--- src/inc/field_pair_changeover_ctrl_regs.svh ---
// field_pair_changeover_ctrl_regs.svh: register offsets, field positions, reset values, timing
// assumes a 125 MHz pclk and millisecond timing derived from it
`ifndef FIELD_PAIR_CHANGEOVER_CTRL_REGS_SVH
`define FIELD_PAIR_CHANGEOVER_CTRL_REGS_SVH

// register byte offsets
`define CTRL_OFFSET        12'h000
`define CHG_TIME_OFFSET    12'h004
`define STATUS_OFFSET      12'h008
`define MONITOR_OFFSET     12'h00c

// control register fields
`define CTRL_MODE_A_LSB    0
`define CTRL_MODE_B_LSB    2
`define CTRL_B_EN_BIT      4
`define CTRL_START_LSB     5

// reset values: fixed selection, second function off, start/restart interlock
`define CTRL_RESET         32'h0000_0040
`define CHG_TIME_RESET     32'h0028_0028

// status register fields
`define STAT_OUT_LSB       0
`define STAT_FAULT_LSB     2
`define STAT_LOCKED_BIT    4
`define STAT_CHG_LSB       5
`define STAT_PAIR_A_LSB    8
`define STAT_PAIR_B_LSB    12
`define MON_B_LSB          16

// timing
`define CLK_HZ             125000000
`define MS_PER_S           1000
`define MIN_CHG_MS         40
`define SYNC_MS            40
`define PRESS_MIN_MS       120
`define PRESS_MAX_MS       4000

`endif

--- src/inc/field_pair_pkg.sv ---
// field_pair_pkg: types of the field pair changeover controller
// assumes the register header supplies all numbers
package field_pair_pkg;

  typedef enum logic [1:0] {MODE_FIXED, MODE_OVERLAP, MODE_MOMENT} mode_type;

  typedef enum logic [1:0] {START_AUTO, START_INTERLOCK, START_RESTART_INTERLOCK} start_type;

  typedef enum logic {CHG_IDLE, CHG_WINDOW} chg_state_type;

  typedef struct packed {
    chg_state_type st;
    logic          established;
    logic          fault;
    logic [3:0]    pair;
    logic [4:0]    ref_sel;
    logic [4:0]    stab_sel;
    logic [15:0]   timer;
    logic [9:0]    mon;
    logic          out;
  } func_type;

  typedef struct packed {
    logic [2:0][4:0] sync_a;
    logic [2:0][4:0] sync_b;
    logic [2:0]      sync_btn;
    logic [1:0][4:0] sel;
    logic            btn;
    logic            btn_prev;
    logic [16:0]     ms_cnt;
    logic            tick;
    logic [31:0]     ctrl;
    logic [31:0]     chg_time;
    logic            locked;
    logic [12:0]     press_cnt;
    func_type [1:0]  fn;
    logic [31:0]     prdata;
    logic            pslverr;
  } state_type;

endpackage : field_pair_pkg

--- src/core/field_pair_changeover_ctrl.sv ---
// field_pair_changeover_ctrl: start/restart interlock and field pair selection/changeover
// assumes an APB master on pclk, select pins and reset button from outside, violation flags from scan logic
//
// Function
// - after power-up outputs stay off until reset button when start interlock set.
// - restart interlock keeps outputs off after field clears; implies start interlock.
// - once interlocked, only a reset button press or a write selecting auto start re-enables, never clearance alone.
// - ten selectable field pairs per function, changeable at any time.
// - any changeover violation raises fault and forces that function's safety output off.
// - three modes: fixed pair, overlapped monitoring, fixed changeover moment.
// - the previously active pair stays monitored during the changeover.
// - moment mode: occupied new field switches off within 40 ms+changeover+response.
// - overlapped mode: occupied new field switches off within 40 ms+response.
// - changeover time never below 40 ms; zero behaves as 40 ms.
// - fixed mode monitors first pair and ignores select inputs.
// - overlapped mode covers at most five pairs on five inputs.
// - overlapped mode: at most two pairs selected; a pair is active only while selected.
// - overlapped mode monitors both selected pairs throughout the window.
// - window starts on second selection; one pair must remain at expiry.
// - overlapped mode decodes five inputs one-hot, input n selects pair n.
// - second function decodes its own five inputs the same way.
// - moment mode starts timer on any input change; needs valid stable code at expiry.
// - moment mode monitors the new pair only after the window expires.
// - ten-pair decode: four high one low, pair six has fifth input low.
// - reset press valid only if held 0.12 s to 4 s.
`timescale 1ns/10ps
`include "field_pair_changeover_ctrl_regs.svh"

module field_pair_changeover_ctrl #(
  parameter int unsigned MS_CYCLES = `CLK_HZ / `MS_PER_S
) (
  input  wire logic        pclk,
  input  wire logic        presetn,
  input  wire logic        psel,
  input  wire logic        penable,
  input  wire logic        pwrite,
  input  wire logic [11:0] paddr,
  input  wire logic [31:0] pwdata,
  output logic      [31:0] prdata,
  output logic             pready,
  output logic             pslverr,
  input  wire logic        select_in_1,
  input  wire logic        select_in_2,
  input  wire logic        select_in_3,
  input  wire logic        select_in_4,
  input  wire logic        select_in_5,
  input  wire logic [4:0]  second_function_select_inputs,
  input  wire logic        reset_button,
  input  wire logic [9:0]  field_violation_a,
  input  wire logic [9:0]  field_violation_b,
  output logic      [1:0]  safety_out,
  output logic      [1:0]  changeover_fault,
  output logic      [1:0]  changeover_active,
  output logic      [9:0]  monitored_a,
  output logic      [9:0]  monitored_b,
  output logic             interlocked
);

  ////////////////////////////////////////////////////////////////////////////
  // constants and helpers

  localparam logic [16:0] MS_LAST   = 17'(MS_CYCLES - 1);
  localparam logic [15:0] MIN_CHG   = 16'(`MIN_CHG_MS);
  localparam logic [12:0] PRESS_MIN = 13'(`PRESS_MIN_MS);
  localparam logic [12:0] PRESS_MAX = 13'(`PRESS_MAX_MS);

  // returns {valid, pair index}; pair index 0 is the first pair
  function automatic logic [4:0] decode_sel(input logic [4:0] s, input logic ten);
    logic [4:0] r;
    r = 5'h00;
    for (int k = 0; k < 5; k++)
    begin
      if (s == 5'(1 << k))
        r = {1'b1, 4'(k)};
      // single low input selects pairs six to ten
      else if (ten && (s == ~5'(1 << k)))
        r = {1'b1, 4'(9 - k)};
    end
    return r;
  endfunction : decode_sel

  function automatic logic [2:0] count_sel(input logic [4:0] s);
    logic [2:0] c;
    c = 3'h0;
    for (int k = 0; k < 5; k++)
      c = c + {2'h0, s[k]};
    return c;
  endfunction : count_sel

  ////////////////////////////////////////////////////////////////////////////
  // state

  field_pair_pkg::state_type state_q;
  field_pair_pkg::state_type state_d;

  always_comb
  begin
    field_pair_pkg::mode_type      mode;
    field_pair_pkg::start_type     start_mode;
    logic [4:0]                    sel;
    logic [4:0]                    dec;
    logic [4:0]                    cur_hot;
    logic [2:0]                    cnt;
    logic [15:0]                   cfg_t;
    logic [15:0]                   load;
    logic                          expire;
    logic                          en;
    logic                          valid_press;
    logic [1:0]                    viol;
    logic                          wr;
    logic                          setup;
    mode        = field_pair_pkg::MODE_FIXED;
    start_mode  = field_pair_pkg::start_type'(state_q.ctrl[`CTRL_START_LSB +: 2]);
    sel         = 5'h00;
    dec         = 5'h00;
    cur_hot     = 5'h00;
    cnt         = 3'h0;
    cfg_t       = 16'h0000;
    load        = 16'h0000;
    expire      = 1'b0;
    en          = 1'b0;
    valid_press = 1'b0;
    viol        = 2'b00;
    wr          = psel && penable && pwrite;
    setup       = psel && !penable;
    state_d     = state_q;

    //////////////////////////////////////////////////////////////////////////
    // pin synchronisers: a level counts once the second and third stages agree
    state_d.sync_a[0] = {select_in_5, select_in_4, select_in_3, select_in_2, select_in_1};
    state_d.sync_a[1] = state_q.sync_a[0];
    state_d.sync_a[2] = state_q.sync_a[1];
    state_d.sync_b[0] = second_function_select_inputs;
    state_d.sync_b[1] = state_q.sync_b[0];
    state_d.sync_b[2] = state_q.sync_b[1];
    state_d.sync_btn  = {state_q.sync_btn[1:0], reset_button};
    for (int i = 0; i < 5; i++)
    begin
      if (state_q.sync_a[1][i] == state_q.sync_a[2][i])
        state_d.sel[0][i] = state_q.sync_a[2][i];
      // second function uses its own inputs
      if (state_q.sync_b[1][i] == state_q.sync_b[2][i])
        state_d.sel[1][i] = state_q.sync_b[2][i];
    end
    if (state_q.sync_btn[1] == state_q.sync_btn[2])
      state_d.btn = state_q.sync_btn[2];
    state_d.btn_prev = state_q.btn;

    // millisecond tick from the clock divider
    if (state_q.ms_cnt == MS_LAST)
    begin
      state_d.ms_cnt = 17'h0_0000;
      state_d.tick   = 1'b1;
    end
    else
    begin
      state_d.ms_cnt = state_q.ms_cnt + 17'h0_0001;
      state_d.tick   = 1'b0;
    end

    //////////////////////////////////////////////////////////////////////////
    // APB slave: read data captured in setup, writes land in the access cycle
    if (setup)
    begin
      state_d.pslverr = 1'b0;
      state_d.prdata  = 32'h0000_0000;
      case (paddr)
        `CTRL_OFFSET:     state_d.prdata = {25'h000_0000, state_q.ctrl[6:0]};
        `CHG_TIME_OFFSET: state_d.prdata = state_q.chg_time;
        `STATUS_OFFSET:
        begin
          state_d.prdata[`STAT_OUT_LSB +: 2]    = {state_q.fn[1].out, state_q.fn[0].out};
          state_d.prdata[`STAT_FAULT_LSB +: 2]  = {state_q.fn[1].fault, state_q.fn[0].fault};
          state_d.prdata[`STAT_LOCKED_BIT]      = state_q.locked;
          state_d.prdata[`STAT_CHG_LSB +: 2]    = {state_q.fn[1].st == field_pair_pkg::CHG_WINDOW,
                                                   state_q.fn[0].st == field_pair_pkg::CHG_WINDOW};
          state_d.prdata[`STAT_PAIR_A_LSB +: 4] = state_q.fn[0].pair;
          state_d.prdata[`STAT_PAIR_B_LSB +: 4] = state_q.fn[1].pair;
        end
        `MONITOR_OFFSET:
        begin
          state_d.prdata[9:0]              = state_q.fn[0].mon;
          state_d.prdata[`MON_B_LSB +: 10] = state_q.fn[1].mon;
        end
        default:          state_d.pslverr = 1'b1;
      endcase
    end
    if (wr && (paddr == `CTRL_OFFSET))
      state_d.ctrl = {25'h000_0000, pwdata[6:0]};
    if (wr && (paddr == `CHG_TIME_OFFSET))
      state_d.chg_time = pwdata;

    //////////////////////////////////////////////////////////////////////////
    // reset button: measure hold time in ms, judge at release
    if (state_q.btn && state_q.tick && (state_q.press_cnt <= PRESS_MAX))
      state_d.press_cnt = state_q.press_cnt + 13'h0001;
    if (!state_q.btn && state_q.btn_prev)
    begin
      state_d.press_cnt = 13'h0000;
      // hold window 0.12 s to 4 s
      valid_press = (state_q.press_cnt >= PRESS_MIN) && (state_q.press_cnt <= PRESS_MAX);
    end
    if (!state_q.btn)
      state_d.press_cnt = 13'h0000;

    //////////////////////////////////////////////////////////////////////////
    // ten pairs per function, changeover at any time
    for (int f = 0; f < 2; f++)
    begin
      en      = (f == 0) || state_q.ctrl[`CTRL_B_EN_BIT];
      mode    = field_pair_pkg::mode_type'(state_q.ctrl[f * 2 +: 2]);
      sel     = state_q.sel[f];
      cnt     = count_sel(sel);
      cfg_t   = state_q.chg_time[f * 16 +: 16];
      // zero or short setting acts as 40 ms
      // load max of setting and minimum
      load    = (cfg_t < MIN_CHG) ? MIN_CHG : cfg_t;
      expire  = state_q.tick && (state_q.fn[f].timer == 16'h0001);
      cur_hot = 5'(1 << state_q.fn[f].pair[2:0]);
      viol[f] = en && |(field_violation_a & {10{f == 0}} & state_q.fn[f].mon
                      | field_violation_b & {10{f == 1}} & state_q.fn[f].mon);
      if (state_q.fn[f].st == field_pair_pkg::CHG_WINDOW && state_q.tick)
        state_d.fn[f].timer = state_q.fn[f].timer - 16'h0001;
      if (state_q.tick)
        state_d.fn[f].stab_sel = sel;

      case (mode)
        field_pair_pkg::MODE_OVERLAP:
        begin
          // only the five one-hot pairs exist in this mode
          dec = decode_sel(sel, 1'b0);
          if (!state_q.fn[f].established)
          begin
            if (dec[4])
            begin
              state_d.fn[f].pair        = dec[3:0];
              state_d.fn[f].established = !state_q.fn[f].fault;
            end
          end
          else if (state_q.fn[f].st == field_pair_pkg::CHG_IDLE)
          begin
            if (cnt == 3'h2 && (sel & cur_hot) != 5'h00)
            begin
              state_d.fn[f].st    = field_pair_pkg::CHG_WINDOW;
              state_d.fn[f].timer = load;
            end
            // dropping or swapping without overlap is a violation
            else if (sel != cur_hot)
              state_d.fn[f].fault = 1'b1;
          end
          else
          begin
            // more than two, none, or a foreign pair
            if (cnt == 3'h0 || cnt > 3'h2 || (cnt == 3'h2 && (sel & cur_hot) == 5'h00))
              state_d.fn[f].fault = 1'b1;
            else if (cnt == 3'h1)
            begin
              state_d.fn[f].st   = field_pair_pkg::CHG_IDLE;
              state_d.fn[f].pair = dec[3:0];
            end
            else if (expire)
              state_d.fn[f].fault = 1'b1;
          end
          // a pair is monitored only while selected
          // both selected pairs monitored in the window
          state_d.fn[f].mon = state_q.fn[f].established ? {5'h00, sel} : 10'h000;
        end
        field_pair_pkg::MODE_MOMENT:
        begin
          dec = decode_sel(sel, 1'b1);
          if (!state_q.fn[f].established)
          begin
            if (dec[4])
            begin
              state_d.fn[f].pair        = dec[3:0];
              state_d.fn[f].ref_sel     = sel;
              state_d.fn[f].established = !state_q.fn[f].fault;
            end
          end
          // any registered change starts the timer
          else if (state_q.fn[f].st == field_pair_pkg::CHG_IDLE)
          begin
            if (sel != state_q.fn[f].ref_sel)
            begin
              state_d.fn[f].st    = field_pair_pkg::CHG_WINDOW;
              state_d.fn[f].timer = load;
            end
          end
          else if (expire)
          begin
            state_d.fn[f].st = field_pair_pkg::CHG_IDLE;
            // invalid or unsettled code at window close
            if (dec[4] && sel == state_q.fn[f].stab_sel)
            begin
              // new pair monitored only from expiry on
              state_d.fn[f].pair    = dec[3:0];
              state_d.fn[f].ref_sel = sel;
            end
            else
              state_d.fn[f].fault = 1'b1;
          end
          // old pair stays monitored through the window
          state_d.fn[f].mon = state_q.fn[f].established ? 10'(1 << state_q.fn[f].pair) : 10'h000;
        end
        default:
        begin
          state_d.fn[f].pair        = 4'h0;
          state_d.fn[f].st          = field_pair_pkg::CHG_IDLE;
          state_d.fn[f].established = 1'b1;
          state_d.fn[f].mon         = 10'h001;
        end
      endcase

      // a fault drops the pair and the window
      if (state_d.fn[f].fault)
      begin
        state_d.fn[f].established = 1'b0;
        state_d.fn[f].st          = field_pair_pkg::CHG_IDLE;
      end
      if (!en)
      begin
        state_d.fn[f].fault       = 1'b0;
        state_d.fn[f].established = 1'b0;
        state_d.fn[f].st          = field_pair_pkg::CHG_IDLE;
        state_d.fn[f].mon         = 10'h000;
      end
    end

    //////////////////////////////////////////////////////////////////////////
    // start/restart interlock; one shared lock for both functions
    // violation relocks under restart interlock
    if (start_mode == field_pair_pkg::START_RESTART_INTERLOCK && viol != 2'b00)
      state_d.locked = 1'b1;
    // a valid press with clear fields unlocks; auto start mode also clears the lock
    else if (valid_press && viol == 2'b00)
      state_d.locked = 1'b0;
    if (start_mode == field_pair_pkg::START_AUTO)
      state_d.locked = 1'b0;
    // a valid press acknowledges older faults; one raised in this very cycle wins
    if (valid_press && viol == 2'b00)
      for (int f = 0; f < 2; f++)
        state_d.fn[f].fault = state_d.fn[f].fault && !state_q.fn[f].fault;

    // occupied field seen once monitored, outputs drop within a cycle
    // overlap monitors the new pair at once, so no extra delay
    // faults and the lock force outputs off
    for (int f = 0; f < 2; f++)
      state_d.fn[f].out = (f == 0 || state_q.ctrl[`CTRL_B_EN_BIT]) && !state_q.locked && !viol[f]
                          && !state_q.fn[f].fault && state_q.fn[f].established;
  end

  ////////////////////////////////////////////////////////////////////////////
  // registers

  always_ff @(posedge pclk or negedge presetn)
  begin
    if (!presetn)
    begin
      state_q          <= '0;
      state_q.ctrl     <= `CTRL_RESET;
      state_q.chg_time <= `CHG_TIME_RESET;
      // locked from power-up until a valid press or a write selecting auto start
      state_q.locked   <= 1'b1;
    end
    else
      state_q <= state_d;
  end

  ////////////////////////////////////////////////////////////////////////////
  // outputs

  // zero wait states: read data was captured in the setup cycle
  assign pready            = 1'b1;
  assign prdata            = state_q.prdata;
  assign pslverr           = state_q.pslverr && psel && penable;
  assign safety_out        = {state_q.fn[1].out, state_q.fn[0].out};
  assign changeover_fault  = {state_q.fn[1].fault, state_q.fn[0].fault};
  assign changeover_active = {state_q.fn[1].st == field_pair_pkg::CHG_WINDOW,
                              state_q.fn[0].st == field_pair_pkg::CHG_WINDOW};
  assign monitored_a       = state_q.fn[0].mon;
  assign monitored_b       = state_q.fn[1].mon;
  assign interlocked       = state_q.locked;

endmodule : field_pair_changeover_ctrl

--- config.mk ---
export PLATFORM = sky130hd
export DESIGN_NAME = field_pair_changeover_ctrl
export DESIGN_NICKNAME = d
export VERILOG_FILES = /design/src/inc/field_pair_pkg.sv /design/src/core/field_pair_changeover_ctrl.sv
export VERILOG_INCLUDE_DIRS = /design/src /design/src/inc
export SDC_FILE = /design/constraint.sdc
export NUM_CORES = 1
export LEC_CHECK = 0
export BUFFER_PORTS_ARGS = -buffer_cell sky130_fd_sc_hd__buf_2
export CAP_MARGIN = 20
export CORE_ASPECT_RATIO = 1.4
export CORE_UTILIZATION = 45
export CTS_CLUSTER_SIZE = 12
export DETAILED_ROUTE_END_ITERATION = 8
export HOLD_SLACK_MARGIN = 0.03
export PLACE_DENSITY = 0.61
export RECOVER_POWER = 100
export SYNTH_ARGS = -nofsm -noshare
export SYNTH_HDL_FRONTEND = slang
export SYNTH_SLANG_ARGS = --single-unit
--- constraint.sdc ---
create_clock -name pclk -period 7.8 [get_ports pclk]
set_clock_uncertainty 0.1 [all_clocks]
set_input_delay 2.34 -clock pclk [delete_from_list [all_inputs] [get_ports pclk]]
set_output_delay 2.34 -clock pclk [all_outputs]
set_load 0.02 [all_outputs]
Word level (Yosys, flattened, before mapping)

Index checks and enable logic that the tools add are counted.

Output and inout port bits: 61
Input bits: 80
Flip-flop bits (word level): 237

Shifts and indexed selects: 4
$add $sub $neg: 12
Equal/unequal tests: 79
Reductions and logical operators: 66
Muxes and demuxes: 149
Bitwise logic cells: 4
$lt $le $gt $ge: 6

Operator list:

| cell                  | count |
|---|---|
| $mux 16               | 16 |
| $mux 5                | 36 |
| $mux 10               | 7 |
| $pmux 16 s2           | 2 |
| $pmux 10 s2           | 3 |
| $mux 9                | 6 |
| $ne 3x3->1 const B    | 18 |
| $mux 1                | 51 |
| $eq 5x5->1 const B    | 10 |
| $mux 4                | 10 |
| $mux 13               | 3 |
| $logic_and 1x1->1     | 33 |
| $eq 16x1->1 const B   | 2 |
| $lt 16x6->1 const B   | 2 |
| $sub 16x1->16 const B | 2 |
| $pmux 7 s4            | 1 |
| $eq 12x4->1 const B   | 2 |
| $and 10x10->10        | 2 |
| $eq 5x4->1 const B    | 4 |
| $ne 5x5->1            | 4 |
| $reduce_or 10->1      | 2 |
| $shl 1x4->10 const A  | 2 |
| $mux 18               | 1 |
| $add 17x1->17 const B | 1 |
| other kinds (44)      | 100 |

Depth between registers and ports, before layout

Depth in word-level cells: 22
Mapped depth: 11

Worst setup path after synthesis

Ideal clock, no wire load.

Path kind: input to output
Start: in penable
End: out pslverr
Setup slack: 2767 ps
Arrival: 2593 ps
Stages: 1
Path buffers: 0
Cell sequence: and3_1

Cells in the longest elaborated chain, start to end: 1

Ends and longest elaborated chain:

| item              | RTL line                          | RTL |
|---|---|---|
| from (decl)       | field_pair_changeover_ctrl.sv:35  | `input wire logic penable,` |
| $logic_and 1x1->1 | field_pair_changeover_ctrl.sv:375 | `assign pslverr = state_q.pslverr && psel && penable;` |
| to (decl)         | field_pair_changeover_ctrl.sv:41  | `output logic pslverr,` |

No other way between the ends.

==> metrics.csv <==
stage;metric;value;unit
outcome;status;finished, violations left;
outcome;failing checks;max-capacitance violations, max-slew violations;
pwr;maximum vdd ir drop;0.169;mV
finish;layout cell share with drive strength beyond 1;14.9;%
synthesis;distinct cell type count after synthesis;82;
hold_path;Hold WC Path Type;flip-flop to flip-flop;
timing;Final min period;5.60;ns
synthesis;async set-reset flop share out of synthesis;100;%
setup_path;Critical R2R Capture;state_q[99];
timing;Slew headroom;-131;%
pwr;LEAKAGE;6.02;nW
cts;clk_lat worst skew;0.53;ns
setup_path;Crit path max-delay family;buffers and inverters;
setup_path;worst-path cell chain;clkbuf_2, clkbuf_2;
timing;final setup TNS;0;ns
synthesis;Cell Area, Synth;12300;um2
routing;WL final;29000;um
setup_path;Crit. Startpoint;presetn;
synthesis;Avg Inst Size Synth;10.5;um2
synthesis;mux cell area share after synthesis;6.75;%
setup_path;Setup crit end;state_q[204];
cts;clock tree from TritonCTS;built;
floorplanning;die area;27900;um2
cts;Clock Path Buffers;3;
run;max_cap viols;2;
cts;CTS Hold Bufs;0;
timing;Final Cycle Share;71.8;%
finish;area delta synth->final;9.78;%
timing;fin. max-slew vios;137;
finish;Sequential cell area;5940;um2
cts;H-tree depth;1;
place;Area after DPL;12800;um2
setup_path;R2R depth;9;
floorplanning;Initial Util;45.7;%
timing;FMAX;179;MHz
cts;clock sink total;237;
setup_path;Largest stage delay, worst path;2.32;ns
setup_path;Worst path most repeated cell;clkbuf_2;
timing;WHS;0.245;ns
synthesis;Yosys Warn Count;0;
synthesis;Seq cells post-synth;237;
synthesis;post-synthesis simple-gate area fraction;16.8;%
synthesis;post-synthesis adder-cell area fraction;4.92;%
floorplanning;Die Span X;141;um
setup_path;slowest CP cell;clkbuf_2;
synthesis;number of synthesized flops with an enable pin;0;
finish;most frequent cells in the layout;dfrtp_1, nor2_1, clkbuf_1;
finish;Filler Cells Inserted;2543;
timing;RSZ-0062 raised after global routing;false;
place;PortBufs;139;
setup_path;critical path launch point type;input port;
setup_path;Crit Path Class;input port to asynchronous set/reset pin;
synthesis;post-synthesis sequential area ratio;48.4;%
finish;commonest non-fill, non-tap cell in the layout;dfrtp_1;
routing;Routed Antenna Nets;0;
synthesis;post-synthesis compound-gate area fraction;10.8;%
finish;Multi-input gate area;5460;um2
cts;CTS buffer count;25;
pwr;Power Density;198;nW/um2
routing;DR WL/cell;18.0;um
floorplanning;I/O pin count;141;
global_route;gr ovfl total;0;
finish;post-route cell area;13500;um2
routing;Remaining DRCs;0;
timing;post-route setup slack;2.20;ns
timing;final hold vios;0;
cts;Worst-path clk slew;0.06;ns
synthesis;post-synthesis xor/xnor area fraction;5.50;%
global_route;vias in the first global route;8778;
synthesis;largest family of logic cells by synthesized area;simple AND/OR/NAND/NOR gates;
hold_path;critical hold path startpoint;state_d[256];
setup_path;worst reg2reg setup slack;3.93;ns
floorplanning;die height;197;um
synthesis;Mapped Cells;1164;
synthesis;syn nets;1281;
place;Place WS;2.54;ns
setup_path;WP depth;2;
floorplanning;CORE AREA;26800;um2
synthesis;Main synth FF type;dfrtp_1;
routing;DRT Pass-1 Iters;4;
setup_path;Req. time, crit path;8.15;ns
cts;PostCTS Resize Cnt;0;
global_route;pin count of the biggest net entering global routing;137;
cts;total setup buffers inserted after CTS;0;
cts;Clk Tree Root Cell;clkbuf_16;
place;GP Congestion;0.853;
setup_path;Setup crit end kind;asynchronous set/reset pin;
floorplanning;Rows;71;
global_route;GRT Util Overall;21.3;%
finish;diodes inserted;0;
finish;nets;1349;
routing;DR vias;8769;
global_route;initial antenna violation count;1;
global_route;first-pass GRT wire length;46900;um
routing;Via density;5.43;
setup_path;reg2reg start;state_q[225];
routing;DR iter-0 viols;455;
timing;Worst Tran Pin Value;3.47;ns
setup_path;critical path buffer and inverter count;2;
setup_path;Arrival @ worst endpoint;5.96;ns
setup_path;crit path max fanout;136;
timing;Final Setup Violations;0;
place;Post-DP HPWL;21000;um
[cell families (layout without fill, tap and decap cells)]
logic type      after synthesis  after routing
flops                       237            237
xor+xnor                     77             77
mux                          74             74
other cells                   1              1
simple gates                391            391
fa+ha+maj                    48             48
compound gates              187            187
buf+inv                     149            236
[synth_stat cells (19+ instances only)]
library cell  number  share of area [%]
inv_1             38                1.2
nand3_1           36                1.5
nor3_1            30                1.2
buf_4             65                4.0
buf_2             19               0.78
dfrtp_1          231                 47
nor2_1           107                3.3
o2bb2ai_1         19                1.4
mux2_2            50                4.6
ha_1              33                3.4
xor2_1            32                2.3
clkbuf_1          24               0.74
a221oi_1          31                2.2
a21oi_1           29                1.2
o21ai_0           43                1.8
nand2_1           82                2.5
xnor2_1           45                3.2
[state kept, by name (all words and copies together) (netlist names)]
name               flops
state_q              155
prdata                32
state_d               23
monitored_a           10
monitored_b           10
changeover_active      2
changeover_fault       2
safety_out             2
interlocked            1
[per-layer routing]
layer / global-route usage [%] / routed length, um / share of wire, % / up-vias
met5: 0 / 17 / 0.059 / -
met4: 6.53 / 622 / 2.1 / 2
met3: 3.54 / 1600 / 5.5 / 47
met2: 36.7 / 14300 / 49 / 211
met1: 27.4 / 12500 / 43 / 4306
li1: - / - / - / 4203
[worst register-to-register path: stages (launching register included)]
cell       delay, ns
dfrtp_1         0.63
fa_1            0.51
fa_1            0.41
ha_1            0.21
nor2_1          0.15
o211a_1         0.24
nand2_1         0.07
a21oi_1         0.46
nor2b_1         0.81
o2bb2ai_1       0.19
[report_power, final]
part / switching [W] / internal, W / total (W)
Clock: 0.000469 / 0.000673 / 0.00114
Sequential: 0.0000401 / 0.00126 / 0.00130
Combinational: 0.000135 / 0.0000834 / 0.000218
Total: 0.000644 / 0.00201 / 0.00266
[area by class of cell]
cell class,count,share of cell area [%]
well taps,365,3.39
inverters,38,1.06
repair buffers,152,5.06
clock buffers,40,5.14
flip-flops and latches,237,44.1
clock inverters,6,0.623
multi-input cells,778,40.6
[through the flow]
stage | instances | total power, W | util, %
after floorplan | 1164 | 0.00146 | -
after global placement | 1569 | 0.00154 | 47.8
after detailed placement | 1569 | 0.00154 | 47.8
after CTS | 1615 | 0.00270 | 50.7
after global routing | 1616 | 0.00277 | 50.2
final | 1616 | 0.00266 | 50.2
[worst min path at each step]
| stage | endpoint | slack, ns | cells after the start |
|---|---|---|---|
| final | state_d[261] | 0.25 | 0 |
| after global routing | state_d[260] | 0.25 | 0 |
| after CTS | state_d[245] | 0.25 | 0 |
| after detailed placement | state_d[245] | 0.23 | 0 |
| after global placement | state_d[257] | 0.23 | 0 |
| after floorplan | state_d[231] | 0.23 | 0 |
(Power assumes the default switching activity.)
